## src/verilog/ctp_defines.svh

```systemverilog
// Purpose: constants for the timer prescaler block
// Assumes: 32-bit AXI4-Lite register bus, one word per register
// Notes: offsets are byte addresses
`ifndef CTP_DEFINES_SVH
`define CTP_DEFINES_SVH
`define CTP_OFF_CTRL 12'h000
`define CTP_OFF_PRD_LO 12'h004
`define CTP_OFF_PRD_HI 12'h008
`define CTP_OFF_CNT_LO 12'h00C
`define CTP_OFF_CNT_HI 12'h010
`define CTP_OFF_PSC_LO 12'h014
`define CTP_OFF_PSC_HI 12'h018
`define CTP_BIT_RELOAD 5
`define CTP_BIT_STOP 4
`define CTP_PRD_RESET 32'hFFFFFFFF
`define CTP_PRD_LO_RESET 16'hFFFF
`define CTP_PRD_HI_RESET 16'h0000
`define CTP_DDR_RESET 8'h00
`define CTP_PSC_RESET 8'h00
`define CTP_RESP_OKAY 2'b00
`define CTP_RESP_SLVERR 2'b10
`endif

```

## src/verilog/ctp_pkg.sv

```systemverilog
// Purpose: shared types of the timer prescaler block
// Assumes: nothing
// Notes: none
package ctp_pkg;
    typedef logic [15:0] ctp_half_t;
    typedef logic [31:0] ctp_word_t;
endpackage

```

## src/verilog/ctp_prescaler.sv

```systemverilog
// Purpose: prescale counter with reload from divide-down value
// Assumes: reload_strobe is a one-cycle pulse on aclk
// Notes: tick marks the cycle the main counter steps
`timescale 1ns/1ps
`include "ctp_defines.svh"
`default_nettype none
module ctp_prescaler #(
    parameter int WIDTH = 16
) (
    input wire logic aclk,
    input wire logic aresetn,
    input wire logic run,
    input wire logic reload_strobe,
    input wire logic [WIDTH-1:0] divide_down,
    output logic [WIDTH-1:0] prescale_count,
    output logic tick
);
    logic [WIDTH-1:0] psc_reg;
    logic [WIDTH-1:0] psc_next;

    always_comb begin
        psc_next = psc_reg;
        tick = 1'b0;
        if (reload_strobe) begin
            psc_next = divide_down;
        end else if (run) begin
            if (psc_reg != '0) begin
                psc_next = psc_reg - WIDTH'(1);
            end else begin
                psc_next = divide_down;
                tick = 1'b1;
            end
        end
    end

    always_ff @(posedge aclk) begin
        if (!aresetn) begin
            psc_reg <= '0;
        end else begin
            psc_reg <= psc_next;
        end
    end

    assign prescale_count = psc_reg;

    property p_zero_tick;
        @(posedge aclk) disable iff (!aresetn)
        (run && !reload_strobe && psc_reg == '0) |-> tick ##1
        (psc_reg == $past(divide_down));
    endproperty
    a_zero_tick: assert property (p_zero_tick)
        else $error("no reload at zero");

    property p_dec;
        @(posedge aclk) disable iff (!aresetn)
        (run && !reload_strobe && psc_reg != '0) |=> (psc_reg ==
        $past(psc_reg) - WIDTH'(1));
    endproperty
    a_dec: assert property (p_dec)
        else $error("prescale not decremented");

    property p_reload;
        @(posedge aclk) disable iff (!aresetn)
        reload_strobe |=> psc_reg == $past(divide_down);
    endproperty
    a_reload: assert property (p_reload)
        else $error("reload missed");

    property p_tick_only_zero;
        @(posedge aclk) disable iff (!aresetn)
        tick |-> (psc_reg == '0 && run);
    endproperty
    a_tick_only_zero: assert property (p_tick_only_zero)
        else $error("tick off zero");
endmodule
`default_nettype wire

```

## src/verilog/ctp_timer.sv

```systemverilog
// Purpose: 32-bit down timer with 16-bit prescaler, AXI4-Lite slave
// Assumes: single clock, synchronous active-low reset
// Notes: one write and one read in flight at a time
//
// Local design decisions: the register offsets and the AXI4-Lite interface to the registers.
`timescale 1ns/1ps
`include "ctp_defines.svh"
`default_nettype none
// Functional notes
// - main counter steps every divide plus one
// - divide-down low/high bytes, read-write, reset zero
// - prescale counts down while above zero
// - at zero reload prescale, step main
// - reload bit reloads prescale counter
// - prescale count readable, writes ignored
// - prescale count zero after reset
// - reload loads main and prescale, reads zero
// - main reloads period after reaching zero
// - stop bit halts, clear at reset
module ctp_timer (
    input wire logic aclk,
    input wire logic aresetn,
    input wire logic [11:0] s_axi_awaddr,
    input wire logic s_axi_awvalid,
    output logic s_axi_awready,
    input wire logic [31:0] s_axi_wdata,
    input wire logic [3:0] s_axi_wstrb,
    input wire logic s_axi_wvalid,
    output logic s_axi_wready,
    output logic [1:0] s_axi_bresp,
    output logic s_axi_bvalid,
    input wire logic s_axi_bready,
    input wire logic [11:0] s_axi_araddr,
    input wire logic s_axi_arvalid,
    output logic s_axi_arready,
    output logic [31:0] s_axi_rdata,
    output logic [1:0] s_axi_rresp,
    output logic s_axi_rvalid,
    input wire logic s_axi_rready,
    output logic main_tick,
    output logic main_zero
);
    import ctp_pkg::*;

    ////////////////////////////////////////////////////////////////////
    logic [11:0] awa_reg, awa_next;
    logic awh_reg, awh_next;
    logic [31:0] wd_reg, wd_next;
    logic [3:0] ws_reg, ws_next;
    logic wh_reg, wh_next;
    logic bv_reg, bv_next;
    logic [1:0] br_reg, br_next;
    logic rv_reg, rv_next;
    logic [1:0] rr_reg, rr_next;
    ctp_word_t rd_reg, rd_next;
    logic stop_control_reg, stop_control_next;
    logic [7:0] divide_down_low_reg, divide_down_low_next;
    logic [7:0] divide_down_high_reg, divide_down_high_next;
    ctp_half_t period_low_reg, period_low_next;
    ctp_half_t period_high_reg, period_high_next;
    ctp_word_t cnt_reg, cnt_next;
    logic zero_reg, zero_next;
    logic reload_strobe;
    logic do_wr;
    logic presc_tick;
    ctp_half_t prescale_count;
    logic [7:0] prescale_count_low, prescale_count_high;

    function automatic logic [15:0] merge16(input logic [15:0] old,
                                            input logic [31:0] d,
                                            input logic [3:0] s);
        merge16 = old;
        if (s[0]) merge16[7:0] = d[7:0];
        if (s[1]) merge16[15:8] = d[15:8];
    endfunction

    assign do_wr = awh_reg && wh_reg && !bv_reg;
    assign s_axi_awready = !awh_reg && !bv_reg;
    assign s_axi_wready = !wh_reg && !bv_reg;
    assign reload_strobe = do_wr && {awa_reg[11:2], 2'b00} == `CTP_OFF_CTRL
        && ws_reg[0] && wd_reg[`CTP_BIT_RELOAD];
    assign prescale_count_low = prescale_count[7:0];
    assign prescale_count_high = prescale_count[15:8];

    ////////////////////////////////////////////////////////////////////
    ctp_prescaler #(
        .WIDTH(16)
    ) u_presc (
        .aclk(aclk),
        .aresetn(aresetn),
        .run(!stop_control_reg),
        .reload_strobe(reload_strobe),
        .divide_down({divide_down_high_reg, divide_down_low_reg}),
        .prescale_count(prescale_count),
        .tick(presc_tick)
    );

    ////////////////////////////////////////////////////////////////////
    always_comb begin
        awa_next = awa_reg;
        awh_next = awh_reg;
        wd_next = wd_reg;
        ws_next = ws_reg;
        wh_next = wh_reg;
        bv_next = bv_reg;
        br_next = br_reg;
        stop_control_next = stop_control_reg;
        divide_down_low_next = divide_down_low_reg;
        divide_down_high_next = divide_down_high_reg;
        period_low_next = period_low_reg;
        period_high_next = period_high_reg;
        if (s_axi_awvalid && s_axi_awready) begin
            awa_next = s_axi_awaddr;
            awh_next = 1'b1;
        end
        if (s_axi_wvalid && s_axi_wready) begin
            wd_next = s_axi_wdata;
            ws_next = s_axi_wstrb;
            wh_next = 1'b1;
        end
        if (bv_reg && s_axi_bready) begin
            bv_next = 1'b0;
        end
        if (do_wr) begin
            awh_next = 1'b0;
            wh_next = 1'b0;
            bv_next = 1'b1;
            br_next = `CTP_RESP_OKAY;
            case ({awa_reg[11:2], 2'b00})
                `CTP_OFF_CTRL: begin
                    if (ws_reg[0]) begin
                        stop_control_next = wd_reg[`CTP_BIT_STOP];
                    end
                end
                `CTP_OFF_PRD_LO: period_low_next =
                    merge16(period_low_reg, wd_reg, ws_reg);
                `CTP_OFF_PRD_HI: period_high_next =
                    merge16(period_high_reg, wd_reg, ws_reg);
                `CTP_OFF_CNT_LO, `CTP_OFF_CNT_HI: begin
                end
                `CTP_OFF_PSC_LO: begin
                    if (ws_reg[0]) begin
                        divide_down_low_next = wd_reg[7:0];
                    end
                end
                `CTP_OFF_PSC_HI: begin
                    if (ws_reg[0]) begin
                        divide_down_high_next = wd_reg[7:0];
                    end
                end
                default: br_next = `CTP_RESP_SLVERR;
            endcase
        end
    end

    always_ff @(posedge aclk) begin
        if (!aresetn) begin
            awa_reg <= 12'h000;
            awh_reg <= 1'b0;
            wd_reg <= 32'h00000000;
            ws_reg <= 4'h0;
            wh_reg <= 1'b0;
            bv_reg <= 1'b0;
            br_reg <= 2'h0;
            stop_control_reg <= 1'b0;
            divide_down_low_reg <= `CTP_DDR_RESET;
            divide_down_high_reg <= `CTP_DDR_RESET;
            period_low_reg <= `CTP_PRD_LO_RESET;
            period_high_reg <= `CTP_PRD_HI_RESET;
        end else begin
            awa_reg <= awa_next;
            awh_reg <= awh_next;
            wd_reg <= wd_next;
            ws_reg <= ws_next;
            wh_reg <= wh_next;
            bv_reg <= bv_next;
            br_reg <= br_next;
            stop_control_reg <= stop_control_next;
            divide_down_low_reg <= divide_down_low_next;
            divide_down_high_reg <= divide_down_high_next;
            period_low_reg <= period_low_next;
            period_high_reg <= period_high_next;
        end
    end

    assign s_axi_bvalid = bv_reg;
    assign s_axi_bresp = br_reg;

    ////////////////////////////////////////////////////////////////////
    always_comb begin
        rv_next = rv_reg;
        rr_next = rr_reg;
        rd_next = rd_reg;
        if (rv_reg && s_axi_rready) begin
            rv_next = 1'b0;
        end
        if (s_axi_arvalid && s_axi_arready) begin
            rv_next = 1'b1;
            rr_next = `CTP_RESP_OKAY;
            rd_next = 32'h00000000;
            case ({s_axi_araddr[11:2], 2'b00})
                `CTP_OFF_CTRL: rd_next[`CTP_BIT_STOP] =
                    stop_control_reg;
                `CTP_OFF_PRD_LO: rd_next[15:0] = period_low_reg;
                `CTP_OFF_PRD_HI: rd_next[15:0] = period_high_reg;
                `CTP_OFF_CNT_LO: rd_next[15:0] = cnt_reg[15:0];
                `CTP_OFF_CNT_HI: rd_next[15:0] = cnt_reg[31:16];
                `CTP_OFF_PSC_LO: rd_next[15:0] =
                    {prescale_count_low, divide_down_low_reg};
                `CTP_OFF_PSC_HI: rd_next[15:0] =
                    {prescale_count_high, divide_down_high_reg};
                default: rr_next = `CTP_RESP_SLVERR;
            endcase
        end
    end

    always_ff @(posedge aclk) begin
        if (!aresetn) begin
            rv_reg <= 1'b0;
            rr_reg <= 2'h0;
            rd_reg <= 32'h00000000;
        end else begin
            rv_reg <= rv_next;
            rr_reg <= rr_next;
            rd_reg <= rd_next;
        end
    end

    assign s_axi_arready = !rv_reg;
    assign s_axi_rvalid = rv_reg;
    assign s_axi_rresp = rr_reg;
    assign s_axi_rdata = rd_reg;

    ////////////////////////////////////////////////////////////////////
    always_comb begin
        cnt_next = cnt_reg;
        if (reload_strobe) begin
            cnt_next = {period_high_reg, period_low_reg};
        end else if (presc_tick) begin
            if (cnt_reg == 32'h00000000) begin
                cnt_next = {period_high_reg, period_low_reg};
            end else begin
                cnt_next = cnt_reg - 32'h00000001;
            end
        end
        zero_next = cnt_next == 32'h00000000;
    end

    always_ff @(posedge aclk) begin
        if (!aresetn) begin
            cnt_reg <= `CTP_PRD_RESET;
            zero_reg <= 1'b0;
        end else begin
            cnt_reg <= cnt_next;
            zero_reg <= zero_next;
        end
    end

    assign main_tick = presc_tick;
    // registered copy of counter-at-zero, same timing as the counter
    assign main_zero = zero_reg;

    property p_main_dec;
        @(posedge aclk) disable iff (!aresetn)
        (presc_tick && !reload_strobe && cnt_reg != 32'h00000000) |=>
        cnt_reg == $past(cnt_reg) - 32'h00000001;
    endproperty
    a_main_dec: assert property (p_main_dec)
        else $error("main counter not stepped");

    property p_main_reload;
        @(posedge aclk) disable iff (!aresetn)
        (presc_tick && !reload_strobe && cnt_reg == 32'h00000000) |=>
        cnt_reg == {$past(period_high_reg), $past(period_low_reg)};
    endproperty
    a_main_reload: assert property (p_main_reload)
        else $error("main counter not reloaded");

    property p_trb;
        @(posedge aclk) disable iff (!aresetn)
        reload_strobe |=> cnt_reg == {$past(period_high_reg),
        $past(period_low_reg)};
    endproperty
    a_trb: assert property (p_trb)
        else $error("reload bit ignored");

    property p_stop;
        @(posedge aclk) disable iff (!aresetn)
        (stop_control_reg && !reload_strobe) |=> $stable(cnt_reg);
    endproperty
    a_stop: assert property (p_stop)
        else $error("timer ran while stopped");
endmodule
`default_nettype wire

```

## config.mk

```make
export PLATFORM = sky130hd
export DESIGN_NAME = ctp_timer
export DESIGN_NICKNAME = d
export VERILOG_FILES = /design/src/verilog/ctp_pkg.sv /design/src/verilog/ctp_prescaler.sv /design/src/verilog/ctp_timer.sv
export VERILOG_INCLUDE_DIRS = /design/src /design/src/verilog
export SDC_FILE = /design/constraint.sdc
export NUM_CORES = 1
export LEC_CHECK = 0
export ABC_AREA = 1
export BUFFER_PORTS_ARGS = -buffer_cell sky130_fd_sc_hd__buf_4
export CORE_MARGIN = 4
export CORE_UTILIZATION = 60
export CTS_CLUSTER_DIAMETER = 60
export CTS_CLUSTER_SIZE = 24
export DETAILED_ROUTE_END_ITERATION = 12
export PLACE_DENSITY_LB_ADDON = 0.3
export SETUP_SLACK_MARGIN = 0.02
export SKIP_LAST_GASP = 1
export SLEW_MARGIN = 20
export SYNTH_ARGS = -nofsm -noshare
export SYNTH_HDL_FRONTEND = slang
export SYNTH_HIERARCHICAL = 1
export SYNTH_SLANG_ARGS = --single-unit
export TNS_END_PERCENT = 30
```

## constraint.sdc

```tcl
create_clock -name aclk -period 7.8 [get_ports aclk]
set_input_delay 0.39 -clock aclk [delete_from_list [all_inputs] [get_ports aclk]]
set_output_delay 0.39 -clock aclk [all_outputs]
set_load 0.01 [all_outputs]
```

## Yosys cells after proc, flatten, opt, wreduce, memory -nomap -nowiden

Index checks and enable logic that the tools add are counted.

| storage, ports and cells | value |
|---|---|
| input port bits | 67 |
| output and inout bits | 43 |
| bits in registers | 152 |

| operators by class | value |
|---|---|
| add/sub/neg operators | 2 |
| reductions and logical operators | 33 |
| muxes and demuxes | 18 |
| equality and inequality tests | 13 |
| bitwise operators | 1 |

Operator list:

| cell | count |
|---|---|
| $mux 32 | 3 |
| $pmux 11 s6 | 1 |
| $logic_not 32->1 | 2 |
| $eq 10x3->1 const B | 6 |
| $mux 16 | 3 |
| $eq 10x2->1 const B | 4 |
| $sub 32x1->32 const B | 1 |
| $pmux 4 s6 | 1 |
| $reduce_and 3->1 | 7 |
| $eq 10x1->1 const B | 2 |
| $logic_not 10->1 | 2 |
| $reduce_bool 16->1 | 1 |
| $sub 16x1->16 const B | 1 |
| $reduce_or 7->1 | 2 |
| $logic_and 1x1->1 | 12 |
| $mux 1 | 7 |
| $pmux 1 s7 | 1 |
| $logic_not 1->1 | 4 |
| $mux 2 | 2 |
| $reduce_bool 2->1 | 2 |
| $ne 2x1->1 const B | 1 |
| $reduce_or 2->1 | 1 |
| $not 1->1 | 1 |

## Longest topological paths before layout

| depth | value |
|---|---|
| word-level depth | 9 |
| depth in mapped cells | 22 |

## Modules after synthesis

Netlist, hierarchy kept.

By module, submodules not included:

| module | cells each | sequential area each (µm²) | times used | area each (µm²) |
|---|---|---|---|---|
| ctp_timer | 1158 | 2642.5 | 1 | 7519.7 |
| ctp_prescaler | 217 | 320.3 | 1 | 1347.5 |

## Worst setup path after synthesis

OpenSTA, ideal clock, no wires.

| timing path | value |
|---|---|
| path type | reg-to-reg |
| start | register bv_reg, in the netlist s_axi_bvalid |
| end | register zero_reg, in the netlist main_zero |
| setup slack | 4.709 ns |
| setup time | 0.064 ns |
| stages on the path, launching flop included | 18 |
| path buffers | 3 |
| data required time | 7.736 ns |
| period minus slack after synthesis | 3.091 ns |
| data arrival time | 3.027 ns |
| path through | dfxtp_1 -> inv_2 -> nand3_2 -> nor2_4 -> nand3_2 -> nor2_4 -> buf_2 -> inv_1 -> nand2_1 -> nor3_1 -> buf_2 -> buf_2 -> o21ai_0 -> o21ai_2 -> nand2_1 -> nor2_1 -> nand4_1 -> nor2_1 |

| on the way | value |
|---|---|
| longest elaborated chain between the ends | 9 |

RTL lines:

| element | line | text |
|---|---|---|
| from (decl) | ctp_timer.sv:51 | `logic bv_reg, bv_next;` |
| from (signal assigned) | ctp_timer.sv:176 | `bv_reg <= bv_next;` |
| $logic_not 1->1 | ctp_timer.sv:77 | `assign do_wr = awh_reg && wh_reg && !bv_reg;` |
| $logic_and 1x1->1 | ctp_timer.sv:77 |  |
| $logic_and 1x1->1 (no source line) | - |  |
| $logic_and 1x1->1 (2 in series) | ctp_timer.sv:80 | `` assign reload_strobe = do_wr && {awa_reg[11:2], 2'b00} == `CTP_OFF_CTRL `` |
| via reload_strobe | ctp_timer.sv:63 | `logic reload_strobe;` |
| $mux 1 | ctp_prescaler.sv:24 | `if (reload_strobe) begin` |
| via main_tick | ctp_timer.sv:40 | `output logic main_tick,` |
| $mux 32 | ctp_timer.sv:239 | `end else if (presc_tick) begin` |
| $mux 32 | ctp_timer.sv:237 | `if (reload_strobe) begin` |
| $logic_not 32->1 | ctp_timer.sv:246 | `zero_next = cnt_next == 32'h00000000;` |
| to (signal assigned) | ctp_timer.sv:255 | `zero_reg <= zero_next;` |
| to (decl) | ctp_timer.sv:62 | `logic zero_reg, zero_next;` |

The timed path passes the listed nets, and every way through them passes these cells.
A chain may end at the register's enable or synchronous reset.

## Worst setup path in the final report

| timing path | value |
|---|---|
| start | register bv_reg, in the netlist s_axi_bvalid |
| end | register zero_reg, in the netlist main_zero |

| on the way | value |
|---|---|
| longest elaborated chain between the ends | 9 |

RTL lines:

| element | line |
|---|---|
| $logic_not 1->1 * | ctp_timer.sv:77 |
| $logic_and 1x1->1 * | ctp_timer.sv:77 |
| $logic_and 1x1->1 (no source line) * | - |
| $logic_and 1x1->1 * (2 in series) | ctp_timer.sv:80 |
| $mux 1 | ctp_prescaler.sv:24 |
| $mux 32 | ctp_timer.sv:239 |
| $mux 32 * | ctp_timer.sv:237 |
| $logic_not 32->1 * | ctp_timer.sv:246 |

Every way passes the cells marked *; elsewhere a longest branch is shown, timed or not.

==> results.ini <==
[setup_path]
critical_path_required_ns = 8.15
critPathKind = reg2reg
timing.rr.start = s_axi_bvalid
reg2reg_slack_ns = 3.41
r2r_cells = 20
cp-endpoint = main_zero
r2r-end = main_zero
critPathCaptureType = register
cp_max_fo = 44
worstPathArrival_ns = 4.75
cp-startpoint = s_axi_bvalid
critPathLaunchType = register

[clock_tree]
root_buffer = clkbuf_16
post_cts_buffers = 0
cts_buffer_depth = 2
cts_tree = yes
holdBufCountCts = 0
cts.repair.resized = 0
path_clk_slew_ns = 0.07
htree_levels = 4
insertion_delay_ns = 0.43
cts_sinks = 148
cts_buffers = 17

[cells_and_area]
fin_util = 0.6854
diodes = 0
drive_above_1_share = 0.1306
synthToLayoutAreaGrowth_pct = 11.92
fillCellCount = 1316
largest_reg_flops = 32
nNetsFinal = 1491

[drt]
routed-via-count = 9361
dr.pass1.iters = 6
drc = 0
drt-vias-per-instance = 5.793
wl_um = 28880
ant_nets = 0
wl_per_cell_um = 17.87
drt_iter0_markers = 1200

[logic_synthesis]
synth-seq-cells = 148
async_flop_share = 0
synth_area_um2 = 8867
yosysWarnings = 6
synth_top_area_share = 0.3341
synth_edf_count = 0
syn_inst = 1375
yosys-top-cells-area = dfxtp_1 (33%), nand2_1 (15%), inv_1 (7.5%)
avgSynthCellArea_um2 = 6.449
synth_ff_type = dfxtp_1
synth.most_common_cell = nand2_1
yosys.area.top_type = dfxtp_1
yosysSeqAreaShare = 0.3341
synth_cell_types = 46
yosys-top-cells-count = nand2_1 (360), inv_1 (178), dfxtp_1 (148)

[die]
coreArea_um2 = 14480
io_pins = 110
die_h_um = 129.6
row_count = 44
dieArea_um2 = 16790
start_util = 0.6124
die_w_um = 129.6

[timing]
post-route-min-period_ns = 4.392
finalMaxSlewViolations = 0
slew_headroom = 0.3318
hold_violations = 0
tightest_slew_ns = 0.9999
fin_crit_sh = 0.5631
whs_ns = 0.2050
rsz0062_at_grt = false
fin_skew_ns = 0.01049
setup_ws_ns = 3.408
fmax_mhz = 227.7
setup-tns-final_ns = 0
setup_viol = 0

[global_route]
first_global_vias = 8424
grt_max_degree = 89
grt_usage = 0.3449
antenna_found_initial = 0
overflow = 0
grt_pass1_wl_um = 44770

[power]
ir_worst_vdd_mv = 0.2132
p_total_w = 0.002655
power_density_nw_per_um2 = 267.5
leakage_nw = 4.571

[placed_design]
pre_cts_slack_ns = 3.553
numPortBuffers = 69
gp_congestion = 1.005
hpwl_um = 21110

[min_path]
min_path_type = in2reg

[run]
cap_viol_max_count = 0

[status]
outcome = finished, final reports clean

## cell usage in the layout, fill, tap and decap left out, types with 9 or more instances in the layout
cell type	synthesis	layout
nand4_1	17	17
a311oi_1	9	9
o22ai_1	35	35
xor2_1	10	10
o211ai_1	17	17
conb_1	1	18
nor3_1	10	9
o21ai_2	9	9
buf_4	19	71
dfxtp_1	148	148
clkbuf_16	0	17
nand3_1	64	64
nor2_4	10	10
nor2_1	146	146
a21oi_1	96	96
nand2_1	360	360
o21ai_0	98	98
a21oi_2	9	9
inv_1	178	178
nor2_2	21	21
nand2_2	11	11
## per-stage QoR
step / instances / instance area [um^2]
5_1_grt: 1616 / 9925
2_1_floorplan: 1392 / 8931
3_5_place_dp: 1585 / 9321
6_report: 1616 / 9925
3_3_place_gp: 1585 / 9321
4_1_cts: 1616 / 9925
## power by group
part / internal [W] / switching, W / leakage [nW] / total, W
Clock: 0.000491 / 0.000364 / 0.292 / 0.000855
Sequential: 0.000852 / 0.000124 / 1.21 / 0.000976
Combinational: 0.000293 / 0.000531 / 3.07 / 0.000824
## worst min-delay path by stage
stage | endpoint | start | slack, ns | cells after the start
floorplan | ws_reg[1] | ws_reg[1] | 0.43 | 2
global placement | wd_reg[10] | wd_reg[10] | 0.45 | 2
detailed placement | s_axi_rdata[7] | s_axi_rdata[7] | 0.46 | 2
CTS | awa_reg[7] | s_axi_awaddr[7] | 0.21 | 3
global route | awa_reg[7] | s_axi_awaddr[7] | 0.21 | 3
finish | awa_reg[6] | s_axi_awaddr[6] | 0.20 | 3
## worst max-delay path: stages (launching register included)
cell	delay, ns
dfxtp_1	0.34
inv_2	0.08
nand3_2	0.17
nor2_4	0.22
nand3_2	0.17
nor2_4	0.64
inv_1	0.35
nand2_1	0.15
nor3_2	0.06
buf_4	0.29
inv_1	0.64
a21oi_1	0.08
nand2_1	0.10
nand2_1	0.05
nand2_1	0.07
nand2_1	0.07
a21oi_1	0.12
nand2_1	0.07
nor2_1	0.26
nand4_1	0.19
nor2_1	0.16
## logic make-up after synthesis
| logic type | count (synthesis) | synth area share |
|---|---|---|
| buffers and inverters | 254 | 0.1240 |
| adder cells (fa/ha/maj) | 4 | 0.005644 |
| XOR/XNOR | 12 | 0.01185 |
| AND/OR/NAND/NOR | 659 | 0.3289 |
| flip-flops | 148 | 0.3341 |
| other | 1 | 0.0004229 |
| AO/OA/AOI/OAI | 297 | 0.1950 |
## cell type report
cell class | instances | area (um^2) | area share
multi-input combinational | 990 | 4873 | 0.4910
timing repair buffer | 71 | 533.0 | 0.05371
tap | 184 | 230.2 | 0.02320
clock inverter | 13 | 163.9 | 0.01652
clock buffer | 18 | 439.2 | 0.04425
inverter | 192 | 721.9 | 0.07274
sequential | 148 | 2963 | 0.2985
## metal layers
layer  routed length (um)  share of wire  track usage  up-vias
met4                 1151          0.040       0.1412        0
met5                    0              0            0        -
met1                11980           0.41       0.4720     4250
met2                12880           0.45       0.5329      522
li1                     -              -            -     4509
met3                 2864          0.099      0.07049       80
Note: power is estimated with default switching activity, not from simulation.
